===== config.mk =====
export PLATFORM = sky130hd
export DESIGN_NAME = imr_master
export DESIGN_NICKNAME = d
export VERILOG_FILES = /design/src/imr_pkg.sv /design/src/imr_master.sv
export VERILOG_INCLUDE_DIRS = /design/src /design/src/src
export SDC_FILE = /design/constraint.sdc
export NUM_CORES = 1
export LEC_CHECK = 0
export BUFFER_PORTS_ARGS = -buffer_cell sky130_fd_sc_hd__buf_2
export CELL_PAD_IN_SITES_DETAIL_PLACEMENT = 2
export CELL_PAD_IN_SITES_GLOBAL_PLACEMENT = 2
export CORE_MARGIN = 2
export CORE_UTILIZATION = 33
export DETAILED_ROUTE_END_ITERATION = 12
export PLACE_DENSITY_LB_ADDON = 0.1
export SLEW_MARGIN = 25
export SYNTH_ARGS = -nofsm -noshare
export SYNTH_HDL_FRONTEND = slang
export SYNTH_SLANG_ARGS = --single-unit

===== constraint.sdc =====
create_clock -name sys_clk -period 3.4 [get_ports sys_clk]
set_input_delay 0.17 -clock sys_clk [delete_from_list [all_inputs] [get_ports sys_clk]]
set_output_delay 0.17 -clock sys_clk [all_outputs]
set_load 0.005 [all_outputs]

===== src/imr_params.svh =====
// constants of the i2c master restart and arbitration block
// assumes a 32-bit register port, byte offsets, one word per register
`ifndef IMR_PARAMS_SVH
`define IMR_PARAMS_SVH
// register byte offsets
`define IMR_OFF_CTRL      8'h00
`define IMR_OFF_STAT      8'h04
`define IMR_OFF_TXBUF     8'h08
`define IMR_OFF_BAUD      8'h0c
`define IMR_OFF_RXBUF     8'h10
// control register fields
`define IMR_CTL_START     0
`define IMR_CTL_RESTART   1
`define IMR_CTL_STOP      2
`define IMR_CTL_RECV      3
`define IMR_CTL_ACK       4
`define IMR_CTL_ACKDATA   5
`define IMR_EV_W          5
// status register fields
`define IMR_ST_TBF        0
`define IMR_ST_START      3
`define IMR_ST_STOP       4
`define IMR_ST_WCOL       7
`define IMR_ST_COLL       10
`define IMR_ST_TRANSMIT_IN_PROGRESS     14
`define IMR_ST_ACKSTAT    15
// widths and reset values
`define IMR_BAUD_W        9
`define IMR_BAUD_RST      9'h0ff
`define IMR_BIT_LAST_TX   4'h8
`define IMR_BIT_LAST_DATA 4'h7
`endif


===== src/imr_pkg.sv =====
// types of the i2c master restart and arbitration block
// assumes imr_params.svh is on the include path
`include "imr_params.svh"
package imr_pkg;
  typedef enum logic [3:0] {
    S_IDLE, S_RS_LO, S_HI_CHK, S_SDA_LO, S_P_LO, S_P_HI, S_P_END,
    S_A_LO, S_A_HI, S_D_LO, S_D_HI
  } imr_state_e;

  typedef struct packed {
    logic [1:0]             scl_sync;
    logic [1:0]             sda_sync;
    logic                   sda_prev;
    imr_state_e             state;
    logic                   seen;
    logic [`IMR_BAUD_W-1:0] cnt;
    logic [`IMR_BAUD_W-1:0] baud;
    logic [`IMR_EV_W-1:0]   events;
    logic                   ack_data;
    logic                   is_rx;
    logic [3:0]             bitcnt;
    logic [7:0]             txbuf;
    logic [7:0]             shift;
    logic [7:0]             rxbuf;
    logic                   tx_buffer_full;
    logic                   transmit_in_progress;
    logic                   ackstat;
    logic                   start_seen;
    logic                   stop_seen;
    logic                   wcol;
    logic                   coll;
    logic                   irq;
    logic                   scl_oe;
    logic                   sda_oe;
    logic [31:0]            rdata;
  } imr_st_s;
endpackage


===== src/imr_master.sv =====
// i2c master event sequencer: start, repeated start, stop, ack, byte tx/rx,
// clock synchronisation and arbitration with collision abort
// assumes open-drain scl/sda outside, pins asynchronous to sys_clk
// Operation
// - writing restart request bit 1 starts a repeated start
// - restart drives scl low, then once low releases sda for a baud period
// - after that period with sda high, release scl; reload baud once scl high
// - both lines high one baud period, then sda low one period, scl high
// - restart detected sets start-seen bit 3 and clears stop-seen bit 4
// - restart completion clears its request bit and raises master interrupt
// - transmit buffer write during restart is dropped and sets write collision
// - writes to five event bits ignored until the restart completes
// - event bits one-hot start restart stop rx ack; bit 14 shows transmitting
// - acknowledge event sends nack when ack data is one, else ack
// - clock sync and arbitration always active, no enable bit
// - baud counter holds until scl seen at the level its phase awaits (high or low), then reloads 9-bit value
// - in high phases scl low at rollover holds counter; rollover follows scl seen high
// - scl sampled once per clock cycle for synchronisation
// - expected sda high but low sets collision bit 10, interrupt, idle
// - arbitration checked in start, restart, address, data, ack, stop
// - collision in byte tx halts shifting, clears buffer full, frees lines
// - collision in start/restart/stop/ack aborts, clears request, frees lines; a start refused at its write leaves them as they were
// - ack data select at control bit 5 chooses ack or nack
//
// The placing of the registers and strobed register access were chosen for this implementation.
`timescale 1ns/10ps
`default_nettype none
`include "imr_params.svh"

module imr_master
(
  input  wire logic        sys_clk,
  input  wire logic        sys_rst,
  input  wire logic [7:0]  reg_addr,
  input  wire logic [31:0] reg_wdata,
  input  wire logic        reg_wr,
  input  wire logic        reg_rd,
  output logic      [31:0] reg_rdata,
  output logic             master_interrupt_request,
  input  wire logic        scl_in,
  output logic             scl_out,
  output logic             scl_oe,
  input  wire logic        sda_in,
  output logic             sda_out,
  output logic             sda_oe
);
  imr_pkg::imr_st_s st_reg;
  imr_pkg::imr_st_s st_next;
  logic             scl_s;
  logic             sda_s;
  logic             is_hi;
  logic             expire;
  logic             chk_high;
  logic             collide;
  logic             busy;
  logic             done;
  logic [31:0]      ctrl_word;
  logic [31:0]      stat_word;

  // synchronised pins: only the second stage is read by logic
  assign scl_s = st_reg.scl_sync[1];
  assign sda_s = st_reg.sda_sync[1];
  assign busy  = (st_reg.state != imr_pkg::S_IDLE);

  // phases in which the counter waits for scl high before it runs
  always_comb
  begin
    case (st_reg.state)
      imr_pkg::S_HI_CHK, imr_pkg::S_SDA_LO, imr_pkg::S_P_HI,
      imr_pkg::S_P_END, imr_pkg::S_A_HI, imr_pkg::S_D_HI: is_hi = 1'b1;
      default: is_hi = 1'b0;
    endcase
  end

  // rollover only with scl seen high in high phases (clock stretch hold)
  assign expire = st_reg.seen && (st_reg.cnt == `IMR_BAUD_W'h0)
                  && (!is_hi || scl_s);

  // phases where our sda is released and the line must read high
  always_comb
  begin
    case (st_reg.state)
      imr_pkg::S_HI_CHK: chk_high = st_reg.seen;
      imr_pkg::S_P_END:  chk_high = st_reg.seen;
      imr_pkg::S_A_HI:   chk_high = st_reg.seen && st_reg.ack_data;
      imr_pkg::S_D_HI:   chk_high = st_reg.seen && !st_reg.is_rx
                                    && (st_reg.bitcnt < `IMR_BIT_LAST_TX)
                                    && st_reg.txbuf[3'h7 - st_reg.bitcnt[2:0]];
      default:           chk_high = 1'b0;
    endcase
  end

  // arbitration runs in the high-check phases listed above, nothing to enable it
  assign collide = chk_high && !sda_s;

  assign ctrl_word = {26'h0, st_reg.ack_data, st_reg.events};
  assign stat_word = {16'h0, st_reg.ackstat, st_reg.transmit_in_progress, 3'h0, st_reg.coll,
                      2'h0, st_reg.wcol, 2'h0, st_reg.stop_seen,
                      st_reg.start_seen, 2'h0, st_reg.tx_buffer_full};

  // whole next-state computation
  always_comb
  begin
    st_next          = st_reg;
    done             = 1'b0;
    st_next.scl_sync = {st_reg.scl_sync[0], scl_in};
    st_next.sda_sync = {st_reg.sda_sync[0], sda_in};
    st_next.sda_prev = sda_s;
    st_next.irq      = 1'b0;
    st_next.rdata    = 32'h0;

    // baud generator: arm on the awaited scl level, then count down
    if (busy)
    begin
      if (!st_reg.seen)
      begin
        if (scl_s == is_hi)
        begin
          st_next.seen = 1'b1;
          st_next.cnt  = st_reg.baud;
        end
      end
      else if (st_reg.cnt != `IMR_BAUD_W'h0)
      begin
        st_next.cnt = st_reg.cnt - `IMR_BAUD_W'h1;
      end
    end

    // sequencer
    case (st_reg.state)
      imr_pkg::S_IDLE:
      begin
        // lines keep their level between events: releasing sda here with
        // scl high would put a false stop on the bus after a start
        st_next.scl_oe = st_reg.scl_oe;
        st_next.sda_oe = st_reg.sda_oe;
      end
      imr_pkg::S_RS_LO:
      begin
        st_next.scl_oe = 1'b1;
        if (!st_reg.seen && !scl_s)
          st_next.sda_oe = 1'b0;
        if (expire)
        begin
          st_next.seen = 1'b0;
          if (sda_s)
          begin
            st_next.scl_oe = 1'b0;
            st_next.state  = imr_pkg::S_HI_CHK;
          end
          else
            done = 1'b1; // collision handled below
        end
      end
      imr_pkg::S_HI_CHK:
      begin
        st_next.scl_oe = 1'b0;
        if (expire)
        begin
          st_next.sda_oe = 1'b1;
          st_next.seen   = 1'b0;
          st_next.state  = imr_pkg::S_SDA_LO;
        end
      end
      imr_pkg::S_SDA_LO:
      begin
        if (expire)
          done = 1'b1;
      end
      imr_pkg::S_P_LO:
      begin
        st_next.scl_oe = 1'b1;
        if (!st_reg.seen && !scl_s)
          st_next.sda_oe = 1'b1;
        if (expire)
        begin
          st_next.scl_oe = 1'b0;
          st_next.seen   = 1'b0;
          st_next.state  = imr_pkg::S_P_HI;
        end
      end
      imr_pkg::S_P_HI:
      begin
        if (expire)
        begin
          st_next.sda_oe = 1'b0;
          st_next.seen   = 1'b0;
          st_next.state  = imr_pkg::S_P_END;
        end
      end
      imr_pkg::S_P_END:
      begin
        if (expire)
          done = 1'b1;
      end
      imr_pkg::S_A_LO:
      begin
        st_next.scl_oe = 1'b1;
        if (!st_reg.seen && !scl_s)
          st_next.sda_oe = !st_reg.ack_data;
        if (expire)
        begin
          st_next.scl_oe = 1'b0;
          st_next.seen   = 1'b0;
          st_next.state  = imr_pkg::S_A_HI;
        end
      end
      imr_pkg::S_A_HI:
      begin
        if (expire)
        begin
          st_next.scl_oe = 1'b1;
          done           = 1'b1;
        end
      end
      imr_pkg::S_D_LO:
      begin
        st_next.scl_oe = 1'b1;
        // change sda only after scl really is low
        if (!st_reg.seen && !scl_s)
          st_next.sda_oe = !st_reg.is_rx && (st_reg.bitcnt < `IMR_BIT_LAST_TX)
                           && !st_reg.txbuf[3'h7 - st_reg.bitcnt[2:0]];
        if (expire)
        begin
          st_next.scl_oe = 1'b0;
          st_next.seen   = 1'b0;
          st_next.state  = imr_pkg::S_D_HI;
        end
      end
      imr_pkg::S_D_HI:
      begin
        if (expire)
        begin
          st_next.scl_oe = 1'b1;
          st_next.seen   = 1'b0;
          st_next.bitcnt = st_reg.bitcnt + 4'h1;
          st_next.state  = imr_pkg::S_D_LO;
          if (st_reg.bitcnt == `IMR_BIT_LAST_TX)
          begin
            st_next.ackstat = sda_s;
            done            = 1'b1;
          end
          else
          begin
            st_next.shift = {st_reg.shift[6:0], sda_s};
            if (st_reg.bitcnt == `IMR_BIT_LAST_DATA)
            begin
              st_next.tx_buffer_full = 1'b0;
              if (st_reg.is_rx)
              begin
                st_next.rxbuf = {st_reg.shift[6:0], sda_s};
                done          = 1'b1;
              end
            end
          end
        end
      end
      default:
        st_next.state = imr_pkg::S_IDLE;
    endcase

    // event end or arbitration loss: back to idle, request cleared
    if (done || collide)
    begin
      st_next.state  = imr_pkg::S_IDLE;
      st_next.seen   = 1'b0;
      st_next.events = `IMR_EV_W'h0;
      st_next.transmit_in_progress = 1'b0;
      st_next.irq    = 1'b1;
      if (!done || st_reg.state == imr_pkg::S_RS_LO)
      begin
        st_next.coll   = 1'b1;
        st_next.tx_buffer_full    = 1'b0;
        st_next.scl_oe = 1'b0;
        st_next.sda_oe = 1'b0;
      end
    end

    // start and stop seen on the bus, ours included
    if (scl_s && st_reg.sda_prev && !sda_s)
    begin
      st_next.start_seen = 1'b1;
      st_next.stop_seen  = 1'b0;
    end
    if (scl_s && !st_reg.sda_prev && sda_s)
    begin
      st_next.stop_seen  = 1'b1;
      st_next.start_seen = 1'b0;
    end

    // register writes; event bits only while the master is idle
    if (reg_wr)
    begin
      case (reg_addr)
        `IMR_OFF_CTRL:
        begin
          st_next.ack_data = reg_wdata[`IMR_CTL_ACKDATA];
          if (!busy)
          begin
            // one event only; lowest set bit wins, nothing queued
            if (reg_wdata[`IMR_CTL_START])
            begin
              st_next.events = `IMR_EV_W'h1 << `IMR_CTL_START;
              st_next.state  = (scl_s && sda_s) ? imr_pkg::S_HI_CHK : st_reg.state;
              st_next.coll   = st_reg.coll | !(scl_s && sda_s);
              st_next.irq    = !(scl_s && sda_s);
              if (!(scl_s && sda_s))
                st_next.events = `IMR_EV_W'h0;
            end
            else if (reg_wdata[`IMR_CTL_RESTART])
            begin
              st_next.events = `IMR_EV_W'h1 << `IMR_CTL_RESTART;
              st_next.state  = imr_pkg::S_RS_LO;
            end
            else if (reg_wdata[`IMR_CTL_STOP])
            begin
              st_next.events = `IMR_EV_W'h1 << `IMR_CTL_STOP;
              st_next.state  = imr_pkg::S_P_LO;
            end
            else if (reg_wdata[`IMR_CTL_RECV])
            begin
              st_next.events = `IMR_EV_W'h1 << `IMR_CTL_RECV;
              st_next.state  = imr_pkg::S_D_LO;
              st_next.is_rx  = 1'b1;
              st_next.bitcnt = 4'h0;
            end
            else if (reg_wdata[`IMR_CTL_ACK])
            begin
              st_next.events = `IMR_EV_W'h1 << `IMR_CTL_ACK;
              st_next.state  = imr_pkg::S_A_LO;
            end
          end
        end
        `IMR_OFF_STAT:
        begin
          // write zero clears, except coll while in S_RS_LO; a same-cycle hardware set wins
          if (!reg_wdata[`IMR_ST_WCOL])
            st_next.wcol = 1'b0;
          if (!reg_wdata[`IMR_ST_COLL] && !(collide || (done && !busy)))
            st_next.coll = st_next.coll & (collide | st_reg.state == imr_pkg::S_RS_LO);
        end
        `IMR_OFF_TXBUF:
        begin
          if (busy)
            st_next.wcol = 1'b1;
          else
          begin
            st_next.txbuf  = reg_wdata[7:0];
            st_next.tx_buffer_full    = 1'b1;
            st_next.transmit_in_progress = 1'b1;
            st_next.is_rx  = 1'b0;
            st_next.bitcnt = 4'h0;
            st_next.state  = imr_pkg::S_D_LO;
          end
        end
        `IMR_OFF_BAUD:
          st_next.baud = reg_wdata[`IMR_BAUD_W-1:0];
        default: ;
      endcase
    end

    // read data stands one cycle after the strobe, zero otherwise
    if (reg_rd)
    begin
      case (reg_addr)
        `IMR_OFF_CTRL:  st_next.rdata = ctrl_word;
        `IMR_OFF_STAT:  st_next.rdata = stat_word;
        `IMR_OFF_TXBUF: st_next.rdata = {24'h0, st_reg.txbuf};
        `IMR_OFF_BAUD:  st_next.rdata = {23'h0, st_reg.baud};
        `IMR_OFF_RXBUF: st_next.rdata = {24'h0, st_reg.rxbuf};
        default:        st_next.rdata = 32'h0;
      endcase
    end
  end

  // single state register
  always_ff @(posedge sys_clk)
  begin
    if (sys_rst)
    begin
      st_reg          <= '0;
      st_reg.scl_sync <= 2'h3;
      st_reg.sda_sync <= 2'h3;
      st_reg.sda_prev <= 1'b1;
      st_reg.state    <= imr_pkg::S_IDLE;
      st_reg.baud     <= `IMR_BAUD_RST;
    end
    else
      st_reg <= st_next;
  end

  assign reg_rdata                = st_reg.rdata;
  assign master_interrupt_request = st_reg.irq;
  assign scl_oe                   = st_reg.scl_oe;
  assign sda_oe                   = st_reg.sda_oe;
  assign scl_out                  = 1'b0; // open drain: only ever pulls low
  assign sda_out                  = 1'b0;
endmodule
`default_nettype wire


After elaboration in Yosys (flattened, before gate mapping)
Cells that the tools add are included.
{ "word_totals": {"register_bits": 104, "inputBits": 46, "output_inout_bits": 37, "elab_cells": 217} }
{ "op_classes": {"add_sub_neg": 3, "magnitude_cmp": 2, "eq_ne": 27, "muxes": 93, "n_bitwise": 6, "reduce_logical": 61} }
{ "op_table": {"columns": ["operator", "n"], "rows": [
  ["5-bit two-way mux", 20],
  ["16-bit one-hot mux with 5 select lines", 1],
  ["4-bit two-way mux", 13],
  ["1-bit two-way mux", 32],
  ["4-bit one-hot mux with 8 select lines", 1],
  ["4-bit by 3-bit equality test with 1-bit output, second input constant", 5],
  ["10-bit two-way mux", 2],
  ["19-bit two-way mux", 1],
  ["9-bit two-way mux", 2],
  ["1-bit logical AND", 17],
  ["4-bit equality test, second input constant", 4],
  ["8-bit by 4-bit equality test with 1-bit output, second input constant", 2],
  ["2-bit two-way mux", 8],
  ["2-bit != test, second input constant", 8],
  ["1-bit logical NOT", 13],
  ["13-bit two-way mux", 1],
  ["3-bit AND reduction", 4],
  ["5-bit one-hot mux with 2 select lines", 1],
  ["2-bit OR reduction", 5],
  ["9-bit logical NOT", 1],
  ["9-bit nonzero test", 1],
  ["9-bit by 1-bit subtractor with 9-bit output, second input constant", 1],
  ["4-bit by 2-bit equality test with 1-bit output, second input constant", 2],
  ["8-bit by 3-bit equality test with 1-bit output, second input constant", 1],
  ["33 further kinds", 46]
]} }

Logic depth before layout (Yosys ltp)
{ "depth": {"ltp_word": 18, "ltp_mapped": 12, "ltp_nobuf": 10} }

Least setup slack after synthesis
OpenSTA, ideal clock, no wires.
{ "synth_timing": {"path_type": "register to register", "start": "reg st_reg[97] in the netlist's numbering", "end": "reg st_reg (netlist bit ctrl_word[1])", "setup_ps": 116, "arrival_time_ps": 2480, "required_time_ps": 3284, "setup_slack_ps": 804, "stages_incl_launch_ff": 12, "n_path_buf": 2, "synth_period_minus_slack_ps": 2596, "cell_sequence": "dfxtp_1 > buf_4 > clkbuf_1 > nor2_1 > a21oi_1 > o22ai_1 > ha_1 > or3_1 > nor3_4 > o211ai_4 > a32o_1 > and3_1"} }
{ "synth_via": {"elab_chain_len": 18, "elab_cells_between_ends": 31, "cone_classes": "eq/ne (7); mux (15); reduce/logical (9)"} }
{ "synth_rtl": {"columns": ["item", "line_no", "rtl"], "rows": [
  ["from (decl)", "imr_master.sv:47", "imr_pkg::imr_st_s st_reg;"],
  ["from (signal assigned)", "imr_master.sv:389", "st_reg <= st_next;"],
  ["4-bit equality test, or another cell as far along", "imr_master.sv:68, imr_master.sv:82, imr_master.sv:130", null],
  ["6-bit OR reduction", "imr_master.sv:68", "case (st_reg.state)"],
  ["1-bit two-way mux", "imr_master.sv:68", null],
  ["1-bit logical NOT", "imr_master.sv:77", "&& (!is_hi || scl_s);"],
  ["1-bit logical OR", "imr_master.sv:77", null],
  ["1-bit logical AND", "imr_master.sv:76", "assign expire = st_reg.seen && (st_reg.cnt == `IMR_BAUD_W'h0)"],
  ["1-bit two-way mux (on tied branches)", null, null],
  ["1-bit one-hot mux with 3 select lines", "imr_master.sv:130", "case (st_reg.state)"],
  ["(+2 left out)", null, null],
  ["5-bit two-way mux", "imr_master.sv:327", "else if (reg_wdata[`IMR_CTL_ACK])"],
  ["5-bit two-way mux", "imr_master.sv:320", "else if (reg_wdata[`IMR_CTL_RECV])"],
  ["5-bit two-way mux", "imr_master.sv:315", "else if (reg_wdata[`IMR_CTL_STOP])"],
  ["5-bit two-way mux", "imr_master.sv:310", "else if (reg_wdata[`IMR_CTL_RESTART])"],
  ["5-bit two-way mux", "imr_master.sv:301", "if (reg_wdata[`IMR_CTL_START])"],
  ["5-bit two-way mux", "imr_master.sv:298", "if (!busy)"],
  ["6-bit two-way mux", "imr_master.sv:294", "case (reg_addr)"],
  ["19-bit two-way mux (*)", "imr_master.sv:292", "if (reg_wr)"]
]} }
Mark *: on every way between the ends. The rest lies on a longest branch, timed or not.
A chain may end at the register's enable or synchronous reset.

Worst setup path in the final report
{ "layout_timing": {"start": "reg st_reg[98] in the netlist's numbering", "end": "reg st_reg[96] in the netlist's numbering"} }
{ "layout_via": {"elab_chain_len": 18, "elab_cells_between_ends": 46, "cone_classes": "eq/ne (11); mux (24); reduce/logical (11)"} }
{ "layout_rtl": {"columns": ["item", "line_no"], "rows": [
  ["4-bit equality test, or another cell as far along", "imr_master.sv:68, imr_master.sv:82, imr_master.sv:130"],
  ["6-bit OR reduction", "imr_master.sv:68"],
  ["1-bit two-way mux", "imr_master.sv:68"],
  ["1-bit logical NOT", "imr_master.sv:77"],
  ["1-bit logical OR", "imr_master.sv:77"],
  ["1-bit logical AND", "imr_master.sv:76"],
  ["1-bit two-way mux (on tied branches)", null],
  ["1-bit one-hot mux with 3 select lines", "imr_master.sv:130"],
  ["(+2 left out)", null],
  ["4-bit two-way mux", "imr_master.sv:327"],
  ["4-bit two-way mux", "imr_master.sv:320"],
  ["4-bit two-way mux", "imr_master.sv:315"],
  ["4-bit two-way mux", "imr_master.sv:310"],
  ["4-bit two-way mux", "imr_master.sv:301"],
  ["4-bit two-way mux", "imr_master.sv:298"],
  ["4-bit one-hot mux with 2 select lines", "imr_master.sv:294"],
  ["4-bit two-way mux", "imr_master.sv:292"]
]} }
Parallel ways exist; a longest one is shown, timed or not.

==> summary.md <==
| Metric | Value |
|---|---|
| CP arrival | `approximately 3.1 ns` |
| Clock sink count | `84` |
| Synthesized flop and latch total | `84` |
| Number of synthesized flops with an enable pin | `0` |
| Final HPWL DP | `~12000 um` |
| Setup crit end | `st_reg[96]$_SDFFE_PP0P_` |
| Dominant cell type by area after synthesis | `dfxtp_1` |
| Synth Instances | `546` |
| Chip Height | `122.3 um` |
| DRC Markers | `0` |
| Number of global-route vias before repair | `between 4000 and 5000` |
| Met2 Track Usage GR | `0.3701` |
| Die Width | `about 120 um` |
| Io pins | `83` |
| Crit path kind | `register to register` |
| Share of layout cells above drive strength 1 | `0.1845` |
| Post-Syn Area | `0.004617 mm^2` |
| Area grow syn2layout | `11.03%` |
| Slew margin rel. | `0.4406` |
| MaxCap Viol Count | `0` |
| Final nets | `a little over 600` |
| Hold Vio Cnt, Final | `0` |
| Clock skew | `approximately 0.0058 ns` |
| Reg2Reg Launch Point | `st_reg[98]$_SDFFE_PP0P_` |
| Initial core utilization | `0.3352` |
| Core Region | `0.01377 mm^2` |
| Sequential element share of the synthesized area | `0.3642` |
| Worst Path Max Fanout | `14` |
| Postcts setup bufs | `0` |
| Min-delay src | `reg_wdata[8]` |
| Die area | `0.01495 mm^2` |
| Pleak | `about 2 nW` |
| Worst-Margin Slew | `0.8322 ns` |
| CTS tree | `built` |
| Synthesized area per cell | `8.456 um^2` |
| RSZ-0062 raised after global routing | `no` |
| Inserted Diodes | `0` |
| Largest net degree at the start of global routing | `32` |
| Final GP Congestion | `slightly above 0.8` |
| R2r worst-path depth | `9` |
| Worst vdd ir | `between 0.3 and 0.4 mV` |
| Clock-pin slew on the worst setup and hold paths | `0.06 ns` |
| Rows | `43` |
| # setup viols final | `0` |
| Fraction of registers with async set/reset | `0` |
| Power per cell area | `407.4 mW/mm^2` |
| Post-DRT Antenna Nets | `0` |
| Crit. Startpoint | `st_reg[98]$_SDFFE_PP0P_` |
| Routed len/inst | `slightly above 20 um` |
| Global-route usage over all layers | `0.2191` |
| Grt ovf | `0` |
| CTS Root Cell | `clkbuf_16` |
| TritonRoute pass-1 iters | `4` |
| Setup crit end kind | `register` |
| Area fraction of the dominant cell type after synthesis | `0.3642` |
| DR vias | `4102` |
| Synth area leaders | `dfxtp_1, buf_4, a21oi_1` |
| First-pass GRT wire length | `24970 um` |
| Max reg flops | `59` |
| Worst Hold Class | `primary input to register` |
| Worst Path Required | `3.64 ns` |
| GR Util met3 | `0.03392` |
| WL final | `between 15000 and 20000 um` |
| Startpoint types | `register` |
| Post-CTS Resized | `0` |
| Util after Layout | `0.3722` |
| PortBufs | `38` |
| Status | `complete, no violations` |
| Synth warn | `0` |
| Synth cell types | `75` |
| Worst r2r dst | `st_reg[96]$_SDFFE_PP0P_` |
| Fin. max-slew vios | `0` |
| Worst skew pair latency | `about 0.35 ns` |
| R2r setup slk | `0.51 ns` |
| Met1 global-route usage | `0.2862` |
| Ys flop type | `dfxtp_1` |
| Htree depth | `3` |
| Max Fclk | `346.5 MHz` |
| Finished Layout Cells | `roughly 750` |
| Cells after DPL | `around 730` |
| Vias/cell | `5.477` |
| Tmin final | `roughly 2.9 ns` |
| Setup Total Neg Slack | `0 ns` |
| Period utilization | `0.8489` |
| Max Root-Sink Buffers | `2` |
| Num CTS Buffers | `9` |
| Initial antenna violation count | `0` |
| DR iter-0 viols | `approximately 240` |
| Grt peak-use layer | `met2` |
## cell type report
| type | count | area [um^2] |
|---|---|---|
| Inverter | 15 | 56.30 |
| Clock inverter | 4 | 48.80 |
| Timing Repair Buffer | 58 | 345.3 |
| Multi-Input combinational cell | 398 | 2530 |
| Tap cell | 180 | 225.2 |
| Fill cell | 1615 | 8647 |
| Clock buffer | 10 | 239.0 |
| Sequential cell | 84 | 1682 |
## worst min-delay path by stage
stage | depth (start not counted) | endpoint | slack [ns]
2_1_floorplan | 1 | st_next[102]$_SDFF_PP1_ | 0.27
3_3_place_gp | 2 | st_next[104]$_SDFF_PP1_ | 0.35
3_5_place_dp | 2 | st_next[104]$_SDFF_PP1_ | 0.36
4_1_cts | 3 | st_reg[85]$_SDFFE_PP0P_ | 0.07
5_1_grt | 3 | st_reg[85]$_SDFFE_PP0P_ | 0.07
6_report | 3 | st_reg[85]$_SDFFE_PP0P_ | 0.07
## timing repair
item	in CTS	in global routing
hold endpoints to repair	2	0
hold buffers	2	0
endpoints found under the setup margin	0	0
## cells in the mapped netlist, drive strengths merged (4+ instances only)
master	n
a222oi	6
dfxtp	84
o22ai	5
o21ai	15
mux2	8
mux2i	21
or2	5
nand2b	4
o2111ai	4
o211ai	5
nand2	50
nor3	16
a22oi	4
nor2b	12
a21oi	45
clkbuf	23
o31ai	5
ha	5
inv	15
buf	47
a31o	6
nor4	9
nand3	17
nand4	4
nor2	52
and3	6
## cell usage in the layout, fill, tap and decap left out, types with 4 or more instances in the layout
master	synthesis	layout
a21oi_1	45	45
a222oi_1	6	6
a22oi_1	4	4
a31o_2	6	6
and3_1	6	6
buf_2	5	38
buf_4	42	18
clkbuf_16	0	9
conb_1	1	22
dfxtp_1	84	84
ha_1	5	5
inv_1	15	15
mux2_2	8	8
mux2i_1	21	21
nand2_1	50	50
nand2b_1	4	4
nand3_1	17	17
nor2_1	50	50
nor2b_1	12	12
nor3_1	15	15
nor4_1	7	7
o2111ai_1	4	4
o211ai_1	4	4
o21ai_0	14	14
o22ai_1	5	5
o31ai_1	5	5
or2_2	5	5
## power by group
group / leakage [nW] / internal, mW / switching [mW]
combinational: 1.14 / 0.0333 / 0.0703
sequential: 0.678 / 0.989 / 0.00570
clock: 0.145 / 0.581 / 0.409
## through the flow
stage | area [um^2] | power, mW | setup WS, ns | hold slack [ns]
final | 5126 | 2.089 | 0.5138 | 0.07349
after global routing | 5126 | 2.174 | 0.3137 | 0.07039
after CTS | 5126 | 2.126 | 0.5472 | 0.06613
after detailed placement | 4818 | 1.118 | 0.5866 | 0.3581
after global placement | 4818 | 1.116 | 0.6475 | 0.3547
after floorplan | 4696 | 1.092 | 0.8042 | 0.2738
## critical path, stage by stage (launching register included)
cell	delay (ns)
dfxtp_1	0.65
nor2b_1	0.23
nor2_1	0.15
o22ai_1	0.10
ha_1	0.21
or3_1	0.40
nor3_4	0.32
o211ai_4	0.22
and2_4	0.26
a2bb2o_1	0.24
## kinds of logic (layout without fill, tap and decap cells)
logic type	Yosys count	count (layout)	synth area share
mux	31	31	0.07480
flops	84	84	0.3642
fa+ha+maj	5	5	0.01355
buf+inv	85	87	0.1049
xor+xnor	4	4	0.007589
compound gates	132	132	0.1987
simple gates	204	204	0.2355
other cells	1	22	0.0008122
## layer usage
layer  up-vias  share of wire
li1       1973              -
met5         -              0
met2        47           0.49
met4         0          0.014
met3        12          0.027
met1      2070           0.47
Power figures use the tool's default switching activity.
